--- src/rtl/ssc_pkg.sv ---
// package for the serial port suspend control block
package ssc_pkg;
  localparam int          ADDR_WIDTH      = 16;
  // offset is not word aligned: kept as an index, byte address is index times four
  localparam logic [15:0] SUSPEND_CTRL_INDEX = 16'h705f;
  localparam logic [17:0] SUSPEND_CTRL_ADDR  = {SUSPEND_CTRL_INDEX, 2'b00};
  localparam logic [15:0] STATUS_INDEX       = 16'h7060;
  localparam logic [17:0] STATUS_ADDR        = {STATUS_INDEX, 2'b00};
  localparam int          FREE_BIT        = 3;
  localparam int          SOFT_BIT        = 4;
  localparam logic [7:0]  SUSPEND_CTRL_RESET = 8'h00;
  localparam logic [7:0]  SUSPEND_CTRL_MASK  = 8'h18;
  localparam int          STATUS_HALTED_BIT  = 0;
  localparam int          STATUS_PENDING_BIT = 1;

  typedef struct packed {
    logic graceful_stop_select;
    logic run_through_suspend;
  } ssc_mode_type;

  typedef enum logic [2:0] {
    ST_RUN      = 3'b001,
    ST_DRAINING = 3'b010,
    ST_HALTED   = 3'b100
  } ssc_state_type;
endpackage

--- src/rtl/ssc_sync.sv ---
// two flip-flop synchroniser for one level
module ssc_sync
  import ssc_pkg::*;
(
  input  wire logic clk,
  input  wire logic resetn,
  input  wire logic async_in,
  output logic      sync_out
);
  logic stage1;

  always_ff @(posedge clk) begin
    if (!resetn) begin
      stage1   <= 1'b0;
      sync_out <= 1'b0;
    end else begin
      stage1   <= async_in;
      sync_out <= stage1;
    end
  end
endmodule

--- src/rtl/ssc_suspend_ctrl.sv ---
// suspend control register and halt sequencing for a serial port
// Behaviour
// unused bits 7-5 and 2-0 read zero, writes to them ignored
// field 00: suspend request halts serial activity at once
// field 10: finish the frame in progress, then halt
// bit 3 set: run on and ignore suspend, whatever bit 4 holds
// after reset both field bits read zero: immediate stop default
// on release of suspend the port resumes where it stopped
module ssc_suspend_ctrl
  import ssc_pkg::*;
(
  input  wire logic        clk,
  input  wire logic        resetn,
  input  wire logic        psel,
  input  wire logic        penable,
  input  wire logic        pwrite,
  input  wire logic [31:0] paddr,
  input  wire logic [31:0] pwdata,
  input  wire logic [3:0]  pstrb,
  output logic      [31:0] prdata,
  output logic             pready,
  output logic             pslverr,
  input  wire logic        suspend_req,
  input  wire logic        frame_busy,
  output logic             port_run,
  output logic             port_halted
);
  logic          suspend_sync;
  logic [7:0]    ctrl;
  ssc_mode_type  mode;
  ssc_state_type state;
  ssc_state_type next_state;
  logic          access;
  logic          hit_ctrl;
  logic          hit_status;

  ssc_sync u_sync (
    .clk      (clk),
    .resetn   (resetn),
    .async_in (suspend_req),
    .sync_out (suspend_sync)
  );

  assign mode.graceful_stop_select = ctrl[SOFT_BIT];
  assign mode.run_through_suspend  = ctrl[FREE_BIT];

  // zero wait state slave
  assign access     = psel && penable;
  assign hit_ctrl   = (paddr[17:0] == SUSPEND_CTRL_ADDR) && (paddr[31:18] == '0);
  assign hit_status = (paddr[17:0] == STATUS_ADDR) && (paddr[31:18] == '0);
  assign pready     = 1'b1;
  assign pslverr    = access && !(hit_ctrl || hit_status);

  always_ff @(posedge clk) begin
    if (!resetn) begin
      ctrl <= SUSPEND_CTRL_RESET;
    end else if (access && pwrite && hit_ctrl && pstrb[0]) begin
      ctrl <= pwdata[7:0] & SUSPEND_CTRL_MASK;
    end
  end

  always_ff @(posedge clk) begin
    if (!resetn) begin
      prdata <= 32'h0000_0000;
    end else if (psel && !penable && !pwrite) begin
      if (paddr[17:0] == SUSPEND_CTRL_ADDR && paddr[31:18] == '0) begin
        prdata <= {24'h00_0000, ctrl & SUSPEND_CTRL_MASK};
      end else if (paddr[17:0] == STATUS_ADDR && paddr[31:18] == '0) begin
        prdata <= {30'h0000_0000, state == ST_DRAINING, state == ST_HALTED};
      end else begin
        prdata <= 32'h0000_0000;
      end
    end
  end

  always_comb begin
    next_state = state;
    case (state)
      ST_RUN: begin
        if (suspend_sync && !mode.run_through_suspend) begin
          if (mode.graceful_stop_select && frame_busy) begin
            next_state = ST_DRAINING;
          end else begin
            next_state = ST_HALTED;
          end
        end
      end
      ST_DRAINING: begin
        if (!suspend_sync || mode.run_through_suspend) begin
          next_state = ST_RUN;
        end else if (!frame_busy || !mode.graceful_stop_select) begin
          // a switch to immediate stop mid frame must not wait for the frame
          next_state = ST_HALTED;
        end
      end
      ST_HALTED: begin
        // state of the port is only frozen, never cleared
        if (!suspend_sync || mode.run_through_suspend) begin
          next_state = ST_RUN;
        end
      end
      default: next_state = ST_RUN;
    endcase
  end

  always_ff @(posedge clk) begin
    if (!resetn) begin
      state <= ST_RUN;
    end else begin
      state <= next_state;
    end
  end

  // the halt is combinational on the synchronised request so mode 00 stops in the same cycle
  assign port_halted = (state == ST_HALTED)
                    || (state == ST_RUN && suspend_sync && !mode.run_through_suspend
                        && !(mode.graceful_stop_select && frame_busy))
                    || (state == ST_DRAINING && suspend_sync && !mode.run_through_suspend
                        && !mode.graceful_stop_select);
  assign port_run    = !port_halted;

  // mode checks

  a_free_ignores: assert property (@(posedge clk) disable iff (!resetn)
    ctrl[FREE_BIT] |-> port_run)
    else $error("port halted although run through suspend is set");

  a_immediate_stop: assert property (@(posedge clk) disable iff (!resetn)
    (suspend_sync && !ctrl[SOFT_BIT] && !ctrl[FREE_BIT]) |-> port_halted)
    else $error("immediate stop mode did not halt");

  a_graceful_wait: assert property (@(posedge clk) disable iff (!resetn)
    (suspend_sync && ctrl[SOFT_BIT] && !ctrl[FREE_BIT] && frame_busy
      && state != ST_HALTED) |-> port_run)
    else $error("graceful mode halted during a frame");

  a_graceful_halt: assert property (@(posedge clk) disable iff (!resetn)
    (state == ST_DRAINING && suspend_sync && !ctrl[FREE_BIT] && !frame_busy)
      |=> state == ST_HALTED)
    else $error("graceful mode did not halt after frame end");

  a_graceful_idle: assert property (@(posedge clk) disable iff (!resetn)
    (state == ST_RUN && suspend_sync && ctrl[SOFT_BIT] && !ctrl[FREE_BIT]
      && !frame_busy) |-> port_halted)
    else $error("graceful mode did not halt with no frame in progress");

  a_halt_holds: assert property (@(posedge clk) disable iff (!resetn)
    (state == ST_HALTED && suspend_sync && !ctrl[FREE_BIT]) |=> state == ST_HALTED)
    else $error("halt left while suspend still requested");

  a_free_leaves: assert property (@(posedge clk) disable iff (!resetn)
    (state == ST_HALTED && ctrl[FREE_BIT]) |=> state == ST_RUN)
    else $error("setting run through suspend did not leave the halt");

  // resume and halt request checks

  a_resume_run: assert property (@(posedge clk) disable iff (!resetn)
    (state == ST_HALTED && !suspend_sync) |=> port_run)
    else $error("port did not resume after suspend release");

  a_drain_release: assert property (@(posedge clk) disable iff (!resetn)
    (state == ST_DRAINING && !suspend_sync) |=> state == ST_RUN)
    else $error("drain not abandoned after suspend release");

  a_halt_asked: assert property (@(posedge clk) disable iff (!resetn)
    (port_halted && state != ST_HALTED) |-> suspend_sync)
    else $error("port halted with no suspend request");

  // register checks

  a_reserved_zero: assert property (@(posedge clk) disable iff (!resetn)
    (ctrl & ~SUSPEND_CTRL_MASK) == 8'h00)
    else $error("reserved control bits are set");

  a_reset_value: assert property (@(posedge clk)
    !resetn |=> ctrl == SUSPEND_CTRL_RESET && state == ST_RUN)
    else $error("control not cleared by reset");

  a_write_ctrl: assert property (@(posedge clk) disable iff (!resetn)
    (access && pwrite && hit_ctrl && pstrb[0])
      |=> ctrl == ($past(pwdata[7:0]) & SUSPEND_CTRL_MASK))
    else $error("control write not stored as masked");

  a_strobe_gate: assert property (@(posedge clk) disable iff (!resetn)
    (access && pwrite && !(hit_ctrl && pstrb[0])) |=> $stable(ctrl))
    else $error("control changed by a write that does not hit it");

  a_read_ctrl: assert property (@(posedge clk) disable iff (!resetn)
    (psel && !penable && !pwrite && hit_ctrl)
      |=> prdata == {24'h00_0000, ctrl & SUSPEND_CTRL_MASK})
    else $error("control read returned a wrong value");

  a_read_status: assert property (@(posedge clk) disable iff (!resetn)
    (psel && !penable && !pwrite && hit_status)
      |=> prdata[STATUS_HALTED_BIT] == $past(state == ST_HALTED))
    else $error("status read did not show the halt");

  // scenario covers

  c_immediate: cover property (@(posedge clk) disable iff (!resetn)
    state == ST_RUN ##1 state == ST_HALTED);
  c_free_run: cover property (@(posedge clk) disable iff (!resetn)
    suspend_sync && ctrl[FREE_BIT] && port_run);
  c_draining: cover property (@(posedge clk) disable iff (!resetn)
    state == ST_DRAINING ##[1:20] state == ST_HALTED);
  c_resume: cover property (@(posedge clk) disable iff (!resetn)
    state == ST_HALTED ##1 state == ST_RUN);
endmodule

--- config.mk ---
export PLATFORM = sky130hd
export DESIGN_NAME = ssc_suspend_ctrl
export DESIGN_NICKNAME = d
export VERILOG_FILES = /design/src/rtl/ssc_pkg.sv /design/src/rtl/ssc_sync.sv /design/src/rtl/ssc_suspend_ctrl.sv
export SDC_FILE = /design/constraint.sdc
export NUM_CORES = 1
export LEC_CHECK = 0
export ABC_AREA = 1
export BUFFER_PORTS_ARGS = -buffer_cell sky130_fd_sc_hd__clkbuf_2
export CORE_MARGIN = 2
export CORE_UTILIZATION = 34
export CTS_BUF_LIST = sky130_fd_sc_hd__clkbuf_4
export CTS_CLUSTER_SIZE = 8
export DETAILED_ROUTE_END_ITERATION = 10
export PLACE_DENSITY = 0.83
export SLEW_MARGIN = 20
export SYNTH_ARGS = -nofsm -noshare
export SYNTH_HDL_FRONTEND = slang
export SYNTH_SLANG_ARGS = --single-unit
--- constraint.sdc ---
create_clock -name clk -period 1.7 [get_ports clk]
set_clock_uncertainty 0.05 [all_clocks]
set_input_delay 0.34 -clock clk [delete_from_list [all_inputs] [get_ports clk]]
set_output_delay 0.34 -clock clk [all_outputs]
set_load 0.01 [all_outputs]
# [After elaboration in Yosys (flattened, before gate mapping)]
# Index checks and enable logic that the tools add are counted.
[word_totals] wordCells=54 input_bits=75 output_inout_bits=36 register_bits=39
[op_classes] n_eq_ne=8 muxes=8 reduce_logical=33
[op_table] cell="18-bit by 17-bit equality test with 1-bit output, second input constant" count=2
[op_table] cell="1-bit logical AND" count=17
[op_table] cell="3-bit two-way mux" count=5
[op_table] cell="14-bit logical NOT" count=1
[op_table] cell="1-bit logical NOT" count=9
[op_table] cell="3-bit one-hot mux with 3 select lines" count=1
[op_table] cell="1-bit logical OR" count=5
[op_table] cell="5-bit two-way mux" count=1
[op_table] cell="3-bit by 1-bit equality test with 1-bit output, second input constant" count=1
[op_table] cell="3-bit by 2-bit equality test with 1-bit output, second input constant" count=1
[op_table] cell="3-bit equality test, second input constant" count=1
[op_table] cell="3-bit by 1-bit inequality test with 1-bit output, second input constant" count=1
[op_table] cell="3-bit AND reduction" count=1
[op_table] cell="2-bit two-way mux" count=1
[op_table] cell="2-bit by 1-bit inequality test with 1-bit output, second input constant" count=1
[op_table] cell="2-bit inequality test, second input constant" count=1

# [Depth between registers and ports, before layout]
# Gate-level depths: netlist of run 1.
[logic_depth] ltp_word=7 depth_mapped=9 depth_no_buf=9

# [Hierarchy]
# From an unflattened synthesis of run 1, not the netlist that was laid out.
[hier_totals] cells_unflattened=143 hier_area_um2=917.1
[by_module_without_submodules] module="ssc_suspend_ctrl" seq_area_each_um2=180.2 n_inst=1 cells_each=137 area_per_inst_um2=862.1
[by_module_without_submodules] module="ssc_sync" seq_area_each_um2=40.0 n_inst=1 cells_each=6 area_per_inst_um2=55.1

# [Worst setup path before layout of run 1]
# Ideal clock, no wire load.
[synth_path] path_kind="flip-flop to output port" start="reg ctrl[3]" end="out port_halted" t_required_ns=1.310 setup_slack_ns=0.267 path_stages_with_launch=8 n_path_buf=0 arrival_time_ns=1.043 cell_sequence="dfxtp_1 -> inv_1 -> nand2_1 -> inv_1 -> nand2_1 -> nor2_1 -> nor3_1 -> inv_1"
[synth_via] elab_chain_cells=5 word_cells_on_any_way=7 cone_classes="7 x reduce/logical"
[synth_lines] element="from (decl)" line_no="ssc_suspend_ctrl.sv:29" rtl="logic [7:0] ctrl;"
[synth_lines] element="from (signal assigned)" line_no="ssc_suspend_ctrl.sv:58" rtl="ctrl <= pwdata[7:0] & SUSPEND_CTRL_MASK;"
[synth_lines] element="1-bit logical NOT (*)" line_no="ssc_suspend_ctrl.sv:116, ssc_suspend_ctrl.sv:118"
[synth_lines] element="1-bit logical AND" line_no="ssc_suspend_ctrl.sv:116" rtl="|| (state == ST_RUN && suspend_sync && !mode.run_through_suspend"
[synth_lines] element="1-bit logical AND" line_no="ssc_suspend_ctrl.sv:117" rtl="&& !(mode.graceful_stop_select && frame_busy))"
[synth_lines] element="1-bit logical OR" line_no="ssc_suspend_ctrl.sv:116"
[synth_lines] element="1-bit logical OR (*)" line_no="ssc_suspend_ctrl.sv:118" rtl="|| (state == ST_DRAINING && suspend_sync && !mode.run_through_suspend"
[synth_lines] element="to (decl)" line_no="ssc_suspend_ctrl.sv:26" rtl="output logic port_halted"
# Every way passes the cells marked *; elsewhere a longest branch is shown, timed or not.

# [Worst setup path in the final report of run 1]
# Ends and elaborated chain as after synthesis.

==> results of run 1 <==
-- timing repair --
action,CTS,global route
setup endpoints to repair,2,3
gates resized for setup,2,14
pin swaps,0,1
buffers inserted,0,1
-- stage by stage --
stage | area, µm² | TNS, ps | utilization, % | setup WS, ps
after detailed placement | 1090 | 0 | 43.4 | 60.3
after global routing | 1170 | -127 | 46.4 | -77.9
final | 1170 | 0 | 46.4 | 53.3
after CTS | 1130 | 0 | 44.9 | 0.769
after global placement | 1090 | 0 | 43.4 | 69.0
after floorplan | 1020 | 0 | - | 267
-- flip-flops by register name, summed over array words and instances, names as in the netlist --
signal and cells:
ctrl 2, prdata 4, state 3, u_sync.stage1 1
u_sync.sync_out 1
-- worst register-to-register path, cell delays in order (launching register included) --
cell	delay (ps)
dfxtp_2	360
inv_2	50
nor3_1	260
buf_4	180
nand2_1	70
nand2_1	100
a211oi_1	50
nand2_1	50
inv_1	30
-- report_power, final --
group / total, mW / internal, mW / switching (mW)
logic: 0.197 / 0.0812 / 0.116
registers: 0.288 / 0.276 / 0.0116
clock network: 0.192 / 0.107 / 0.0854
-- cell usage after synthesis (all sizes together), types with 2 or more instances --
library cell / count / area, µm²
a21oi: 5 / 25.0
and2: 2 / 12.5
buf: 30 / 229
conb: 2 / 7.51
dfxtp: 11 / 220
inv: 19 / 71.3
nand2: 27 / 104
nand3: 8 / 45.0
nand4: 2 / 12.5
nor2: 25 / 111
nor3: 3 / 15.0
o21ai: 4 / 20.0
-- kinds of logic after synthesis --
| group | count (synthesis) |
|---|---|
| AOI/OAI and AO/OA | 12 |
| and+or+nand+nor | 70 |
| other | 2 |
| DFF | 11 |
| buffers and inverters | 49 |
-- metal layers --
layer	up-vias	track usage [%]	part of all wire, %
met3	2	3.02	8.6
li1	491	-	-
met4	0	4.08	0.97
met2	43	21.8	51
met5	-	0	0
met1	387	13.5	40
-- area by class of cell --
type | instances | area, µm²
Tap cell | 30 | 37.5
Timing Repair Buffer | 52 | 270
Inverter | 19 | 71.3
Multi-Input combinational cell | 111 | 538
Sequential cell | 11 | 224
Clock buffer | 4 | 30.0
Fill cell | 283 | 1350
-- how the worst min path moves through the flow --
stage,start,end,slack (ps),depth (start not counted)
3_5_place_dp,u_sync.stage1$_SDFF_PN0_,u_sync.sync_out$_SDFF_PN0_,350,2
6_report,suspend_req,u_sync.stage1$_SDFF_PN0_,200,3
5_1_grt,suspend_req,u_sync.stage1$_SDFF_PN0_,210,3
3_3_place_gp,u_sync.stage1$_SDFF_PN0_,u_sync.sync_out$_SDFF_PN0_,350,2
2_1_floorplan,u_sync.stage1$_SDFF_PN0_,u_sync.sync_out$_SDFF_PN0_,340,2
4_1_cts,suspend_req,u_sync.stage1$_SDFF_PN0_,200,3
-- layout by cell type (no fill, tap or decap), types with 3 or more instances in the layout --
master    Yosys  final
clkbuf_2      0     47
conb_1        2     29
nand2_1      26     25
nor2_1       22     19
inv_1        19     16
dfxtp_1      11      8
nand3_1       7      6
a21oi_1       5      5
o21ai_0       4      4
clkbuf_4      0      4
buf_4        29      4
inv_2         0      3
nor2_2        1      3
nor2_4        2      3
dfxtp_2       0      3
==> reports/qor.yml, run 1 <==
grt:
  track_usage_pct: 12.0
  grt_pass1_wl_mm: 3.16
  grt_max_degree: 12
  grt_pass1_vias: 842
  grt_overflow_total: 0
  antenna_found_initial: 0
power_and_ir_drop:
  leakage_nw: 0.682
  vdd_drop_max_mv: 0.470
  power_uw: 677
  p_per_area_nw_per_um2: 578
clock_tree:
  cts_hold_buffers: 0
  cts_max_level: 1
  cts_made_buffers: 3
  clkSinkCount: 11
  clk_pin_slew_ps: 70
  worstSkewPairLatency_ps: 270
  cts_tree: "done"
  cts.path.max_buffers: 2
  root_buffer: "clkbuf_4"
status:
  run_status: "finished clean"
place:
  io_buffers: 48
  hpwlAfterDp_mm: 1.51
  gp_congestion: 0.831
  post-place-cells: 222
critical_path:
  cp_num_buf_inv: 4
  cp_cell_sequence: "inv_1, nand2_2, nor2_1, inv_1, nor2_2, nor3_2, inv_1, clkbuf_2"
  crit_family: "simple AND/OR/NAND/NOR gates"
  reg2reg_from: "state[2]$_SDFFE_PN0P_"
  cpPeakStageDelay_ps: 330
  path_depth: 8
  r2r_setup_slack_ps: 410
  cp-end-kind: "output pin"
  crit_required_ps: 1310
  critPathLaunchType: "flip-flop"
  path_max_fanout: 3
  startpoint: "ctrl[3]$_SDFFE_PN0P_"
  cp.arrival_ps: 1260
  r2r_cells: 8
  r2r-end: "state[1]$_SDFFE_PN0P_"
  cp_slowest_cell: "dfxtp_1"
  worstSetupPathType: "flip-flop to output pin"
  critPathMostFrequentCell: "inv_1"
  critPathCapture: "port_halted"
final_layout:
  final_nets: 273
  syn_to_final_growth_pct: 27.2
  drive_gt1_share_pct: 38.1
  final_cells: 227
  diodes: 0
synth:
  synthAdderAreaFrac_pct: 0
  synth_xor_xnor_area_share_pct: 0
  synthMuxAreaShare_pct: 0
  synth_top_family_by_area: "simple AND/OR/NAND/NOR gates"
  synth_compound_area_share_pct: 7.34
  ys_ff_latch: 11
  ys_seq_area_share_pct: 23.9
  avgSynthCellArea_um2: 6.40
  yosys.area_share.simple_pct: 35.3
  syn_inst: 144
  ys_dominant_reg_cell: "dfxtp_1"
  synth_edf_count: 0
  synth_area_um2: 921
  async_flop_share_pct: 0
  ys_types: 23
  yosysWarnings: 0
die:
  die-area_um2: 3140
  start_util_pct: 36.5
  die_y_um: 56.0
  row_count: 18
  ios: 111
  core_um2: 2520
  die_w_um: 56.0
routing:
  drtIter0Drc: 24
  wl_mm: 1.76
  wl_per_cell_um: 7.75
  drc: 0
  vias: 923
  drt-pass1-iter-count: 4
  avgViaCountPerCell: 4.07
  ant_nets: 0
sta:
  hold_viol_final: 0
  post-route-period-util_pct: 96.9
  slew_viol_final: 0
  rsz0062_at_grt: "true"
  holdWs_ps: 203
  max_clock_freq_ghz: 0.607
  period_minus_slack_ps: 1650
  finalSetupViolations: 0
worst_hold_path:
  min_path_type: "input pin to flip-flop"
flow_run:
  cap_violations: 0
No activity file was read; power rests on OpenSTA's default activity.
==> run 2, diff against run 1 <==
CORE_UTILIZATION = 30   (was 34)
PLACE_DENSITY = 0.78   (was 0.83)
clock period = 1.46 ns   (was 1.7 ns; I/O delays follow)
==> run 2 against run 1 <==
Non-clock buffer count grew 10. Die area grew 12%. The run now ends with setup timing left. Power grew 22%. Worst setup slack lost 210 ps. Via count grew 5.1%. Critical path depth is the same. Largest cell class unchanged. Clock-buffer cell count is the same. First-iteration DRC count shrank 21%. Final cell count grew 5.7%. Largest power group unchanged. Register-to-register slack lost 260 ps. Clock power grew 18%. Critical endpoint unchanged.
==> reports/qor.yml, run 2 (same netlist as run 1, synthesis figures left out) <==
status:
  run_status: "complete, but fails checks"
  violations: "setup timing"
die:
  start_util_pct: 30.9  # -5.6 points
  die_w_um: 59.4  # +6.0%
  core_um2: 2980  # +18%
  die-area_um2: 3530  # +12%
  die_y_um: 59.4  # +6.0%
  row_count: 20  # +2
  ios: 111  # unchanged
routing:
  wl_per_cell_um: 8.61  # +11%
  ant_nets: 0  # unchanged
  vias: 970  # +5.1%
  drtIter0Drc: 19  # -21%
  avgViaCountPerCell: 4.04  # -0.60%
  drc: 0  # unchanged
  drt-pass1-iter-count: 4  # unchanged
  wl_mm: 2.07  # +17%
final_layout:
  regArea_um2: 225  # +0.56%
  final_cells: 240  # +5.7%
  multi_input_area_um2: 576  # +7.0%
  syn_to_final_growth_pct: 41.2
  diodes: 0  # unchanged
  final_common_cell: "clkbuf_2"
  largestRegisters: "prdata x4, state x3, ctrl x2"
  final_nets: 283  # +3.7%
  fillers: 301  # +6.4%
  layout_common_cells: "46 x clkbuf_2, 29 x conb_1, 23 x nand2_1"
  drive_gt1_share_pct: 45.4  # +7.3 points
  largest_register_ffs: 4  # unchanged
  regMostFlops: "prdata"
place:
  hpwlAfterDp_mm: 1.62  # +7.6%
  dp_slack_ps: -77.4  # -138 ps
  io_buffers: 48  # unchanged
  gp_congestion: 0.761  # -8.5%
  post-place-cells: 227  # +2.3%
power_and_ir_drop:
  seq_power_share_pct: 40.8  # -1.7 points
  leakage_nw: 0.743  # +9.0%
  combPwrFrac_pct: 31.6  # +2.5 points
  p_sw_uw: 267  # +26%
  power_frac_clock_pct: 27.6  # -0.8 points
  switching_share_pct: 32.5  # +1.1 points
  internal_power_uw: 556  # +20%
  vdd_drop_max_mv: 0.412  # -12%
  p_per_area_nw_per_um2: 633  # +9.6%
clock_tree:
  cts_tree: "done"
  cts.path.max_buffers: 2  # unchanged
  clk_pin_slew_ps: 70  # about the same
  clkSinkCount: 11  # unchanged
  cts_max_level: 1  # unchanged
  root_buffer: "clkbuf_4"
  worstSkewPairLatency_ps: 270  # about the same
  cts_made_buffers: 3  # unchanged
sta:
  period_minus_slack_ps: 1620
  slew_viol_final: 0  # unchanged
  tns_ps: -335  # -335 ps
  hold_viol_final: 0  # unchanged
  max_clock_freq_ghz: 0.618
  rsz0062_at_grt: "true"
  finalSetupViolations: 3  # +3
  post-route-period-util_pct: 111
  worst_slack_ps: -159  # -212 ps
grt:
  grt_pass1_wl_mm: 3.37  # +6.8%
  grt_pass1_vias: 853  # +1.3%
  antenna_found_initial: 0  # unchanged
  grt_overflow_total: 0  # unchanged
  track_usage_pct: 12.6  # +0.60 points
  grt_max_degree: 12  # unchanged
critical_path:
  cp-end-kind: "output pin"
  worstSetupPathType: "flip-flop to output pin"
  cp.arrival_ps: 1280  # +20 ps
  critPathLaunchType: "flip-flop"
  crit_required_ps: 1120  # -190 ps
  path_max_fanout: 2  # -1
worst_hold_path:
  min_path_type: "input pin to flip-flop"
flow_run:
  cap_violations: 0  # unchanged
## run 2: changes by cell type in the layout (fill, tap and decap cells not counted), moves of 2 or more
cell / previous run / this run
nand2_1: 25 / 23
buf_4: 4 / 11
nand2_2: 2 / 4
buf_6: 0 / 3
## run 2: critical path: stages (launching register included)
cell	delay (ps)
dfxtp_2	340
inv_2	70
nand3_2	80
nor2_1	90
inv_1	70
nor2_2	150
nor3_4	50
inv_1	50
buf_2	110
## run 2: area by class of cell
type | instances | area share, %
Inverter | 19 | 5.49
Clock buffer | 4 | 2.31
Multi-Input combinational cell | 111 | 44.3
Sequential cell | 11 | 17.3
Tap cell | 33 | 3.18
Timing Repair Buffer | 62 | 27.4
## run 2: what timing repair did
item,CTS,global route
resized for setup,14,18
setup buffers,10,4
hold buffers,0,0
pin swaps,5,9
setup endpoints to repair,3,8
## run 2: metrics by stage
stage	hold WS, ps	utilization (%)	instance area, µm²	power [mW]
final	159	43.7	1300	0.823
after global routing	163	43.7	1300	0.878
after CTS	154	42.0	1250	0.803
after detailed placement	361	37.4	1110	0.543
after global placement	355	37.4	1110	0.538
after floorplan	340	-	1020	0.518
## run 2: per-layer routing
metal,track usage [%],share of wire [%],wire [µm]
met1,13.5,39,806
met2,22.4,54,1120
met3,3.49,6.1,127
met4,6.17,0.58,12
met5,0,0,0
## run 2: power groups by stage
| stage | sequential, mW | clock [mW] | combinational [mW] |
|---|---|---|---|
| floorplan | 0.335 | 0 | 0.183 |
| global placement | 0.334 | 0 | 0.204 |
| detailed placement | 0.334 | 0 | 0.209 |
| CTS | 0.333 | 0.234 | 0.237 |
| global route | 0.337 | 0.246 | 0.295 |
| finish | 0.336 | 0.227 | 0.260 |
## run 2: final timing paths
| kind | from | cells past startpoint | slack (ps) | end |
|---|---|---|---|---|
| setup / recovery | state[2]$_SDFFE_PN0P_ | 8 | -160 | port_halted |
| hold / removal | suspend_req | 3 | 160 | u_sync.stage1$_SDFF_PN0_ |
| setup reg to reg | state[2]$_SDFFE_PN0P_ | 9 | 150 | state[2]$_SDFFE_PN0P_ |
| hold reg to reg | u_sync.stage1$_SDFF_PN0_ | 2 | 380 | u_sync.sync_out$_SDFF_PN0_ |
==> run 3, diff against run 2 <==
--- a/config.mk
+++ b/config.mk
@@ -8,2 +8,3 @@
 export ABC_AREA = 1
+export ABC_CLOCK_PERIOD_IN_PS = 1460
 export BUFFER_PORTS_ARGS = -buffer_cell sky130_fd_sc_hd__clkbuf_2
==> constraint.sdc (replaced) <==
create_clock -name clk -period 1.46 [get_ports clk]
set_clock_uncertainty 0.05 [all_clocks]
set_input_delay 0.219 -clock clk [delete_from_list [all_inputs] [get_ports clk]]
set_output_delay 0.219 -clock clk [all_outputs]
set_load 0.01 [all_outputs]
==> run 3 against run 2 <==
The flow still finishes with violations (setup timing). Clock power is essentially flat. Sequential share of layout area up 1.3 points. Combinational power is 15% higher. Worst hold slack worse by 69 ps. Largest power group unchanged. Worst setup slack improved by 100 ps. First-iteration DRC count is 37% lower. Largest cell class unchanged. Critical path depth decreased by 1. Non-clock buffer count fell by 9. Power up 4.0%.
==> reports/qor.yml, run 3 (same netlist as run 1, synthesis figures left out) <==
status:
  run_status: "complete, but fails checks"
  violations: "setup timing"
routing:
  drc: 0  # unchanged
  avgViaCountPerCell: 4.01  # -0.71%
  ant_nets: 0  # unchanged
  wl_mm: 1.84  # -11%
  drtIter0Drc: 12  # -7
  wl_per_cell_um: 7.98  # -7.4%
  vias: 927  # -4.4%
  drt-pass1-iter-count: 4  # unchanged
die:
  die_y_um: 59.4  # unchanged
  core_um2: 2980  # unchanged
  die-area_um2: 3530  # unchanged
  ios: 111  # unchanged
  row_count: 20  # unchanged
  start_util_pct: 30.9  # unchanged
  die_w_um: 59.4  # unchanged
sta:
  max_clock_freq_ghz: 0.661  # +6.9%
  slew_viol_final: 0  # unchanged
  holdWs_ps: 89.2  # -69.4 ps
  rsz0062_at_grt: "true"
  post-route-period-util_pct: 104  # -7.2 points
  hold_viol_final: 0  # unchanged
  finalSetupViolations: 2  # -1
  worst_slack_ps: -53.9  # +105 ps
  period_minus_slack_ps: 1510  # -105 ps
clock_tree:
  worstSkewPairLatency_ps: 260  # about the same
  cts_made_buffers: 3  # unchanged
  clkSinkCount: 11  # unchanged
  cts_max_level: 1  # unchanged
  root_buffer: "clkbuf_4"
  clk_pin_slew_ps: 70  # about the same
  cts_hold_buffers: 0  # unchanged
  cts.path.max_buffers: 2  # unchanged
  cts_tree: "done"
critical_path:
  crit_required_ps: 1190  # +70 ps
  cp_cell_sequence: "inv_2, nor3_4, inv_2, nor2_4, nor3_2, inv_1, buf_2"
  critPathMostFrequentCell: "inv_2"
  cpPeakStageDelay_ps: 340  # about the same
  path_max_fanout: 3  # +1
  worstSetupPathType: "flip-flop to output pin"
  r2r_setup_slack_ps: 190  # +40 ps
  reg2reg_from: "state[0]$_SDFFE_PN1P_"
  r2r_cells: 7  # -2
  critPathLaunchType: "flip-flop"
  cp_slowest_cell: "dfxtp_2"
  cp.arrival_ps: 1240  # -40 ps
  cp_num_buf_inv: 4  # unchanged
  r2r-end: "state[2]$_SDFFE_PN0P_"
  cp-end-kind: "output pin"
  crit_family: "flip-flops"
power_and_ir_drop:
  leakage_nw: 0.693  # -6.8%
  p_per_area_nw_per_um2: 700  # +11%
  vdd_drop_max_mv: 0.680  # +65%
  power_uw: 856  # +4.0%
place:
  io_buffers: 48  # unchanged
  gp_congestion: 0.912  # +20%
  hpwlAfterDp_mm: 1.54  # -4.9%
worst_hold_path:
  worstHoldStart: "suspend_req"
  min_path_type: "input pin to flip-flop"
  min_path_cells: 3  # unchanged
  min_to: "u_sync.stage1$_SDFF_PN0_"
grt:
  met1_usage_pct: 13.7  # +0.15 points
  grt_most_used_layer: "met2"
  track_usage_pct: 11.2  # -1.4 points
  grt_pass1_vias: 779  # -8.7%
  grt_max_degree: 12  # unchanged
  antenna_found_initial: 0  # unchanged
  grt_overflow_total: 0  # unchanged
  met2_usage_pct: 18.1  # -4.4 points
  use_met3_pct: 2.62  # -0.87 points
  grt_pass1_wl_mm: 3.06  # -9.4%
final_layout:
  largest_register_ffs: 4  # unchanged
  diodes: 0  # unchanged
  drive_gt1_share_pct: 41.4  # -4.0 points
  final_common_cell: "clkbuf_2"
  regMostFlops: "prdata"
  largestRegisters: "prdata x4, state x3, ctrl x2"
  layout_common_cells: "46 x clkbuf_2, 29 x conb_1, 24 x nand2_1"
  fillers: 321  # +6.6%
  final_nets: 274  # -3.2%
  syn_to_final_growth_pct: 32.7
flow_run:
  cap_violations: 0  # unchanged
run 3: what timing repair did:
action / 4_1_cts / 5_1_grt
resized for setup: 9 / 17
setup buffers: 2 / 2
endpoints found under the hold margin: 0 / 0
endpoints found under the setup margin: 2 / 3
pin swaps: 2 / 6
run 3: routing by layer:
layer	routed length (µm)	share of wire [%]
met5	0	0
met4	19	1.0
met3	100	5.4
met2	917	50
met1	805	44
run 3: per-stage QoR:
| stage | cells | area (µm²) | util (%) | setup slack [ps] | setup TNS, ps |
|---|---|---|---|---|---|
| 4_1_cts | 229 | 1150 | 38.7 | -91.1 | -139 |
| 3_3_place_gp | 223 | 1080 | 36.3 | 67.7 | 0 |
| 2_1_floorplan | 171 | 1020 | - | 148 | 0 |
| 5_1_grt | 231 | 1220 | 41.1 | -146 | -259 |
| 3_5_place_dp | 223 | 1080 | 36.3 | 59.9 | 0 |
| 6_report | 231 | 1220 | 41.1 | -53.9 | -80.0 |
run 3: cell type report:
cell class | count | area [µm²] | share of cell area [%]
multi-input combinational | 111 | 562 | 46.0
clock buffer | 4 | 30.0 | 2.46
sequential | 11 | 228 | 18.6
timing repair buffer | 53 | 290 | 23.7
tap | 33 | 41.3 | 3.38
inverter | 19 | 71.3 | 5.83
run 3: worst min-delay path, stage by stage:
cell and delay, ps:
clkbuf_2 70, nand2_1 40, inv_1 40
run 3: worst max path at each step:
stage	from	end	slack (ps)	cells past startpoint
floorplan	ctrl[3]$_SDFFE_PN0P_	port_halted	150	7
global placement	paddr[11]	pslverr	70	9
detailed placement	paddr[11]	pslverr	60	9
CTS	state[0]$_SDFFE_PN1P_	port_halted	-90	8
global route	state[2]$_SDFFE_PN0P_	port_halted	-150	8
finish	state[0]$_SDFFE_PN1P_	port_halted	-50	7
run 3: report_power, final:
part / internal (mW) / switching (mW)
sequential: 0.319 / 0.0132
clock: 0.124 / 0.101
combinational: 0.141 / 0.157
total: 0.585 / 0.271
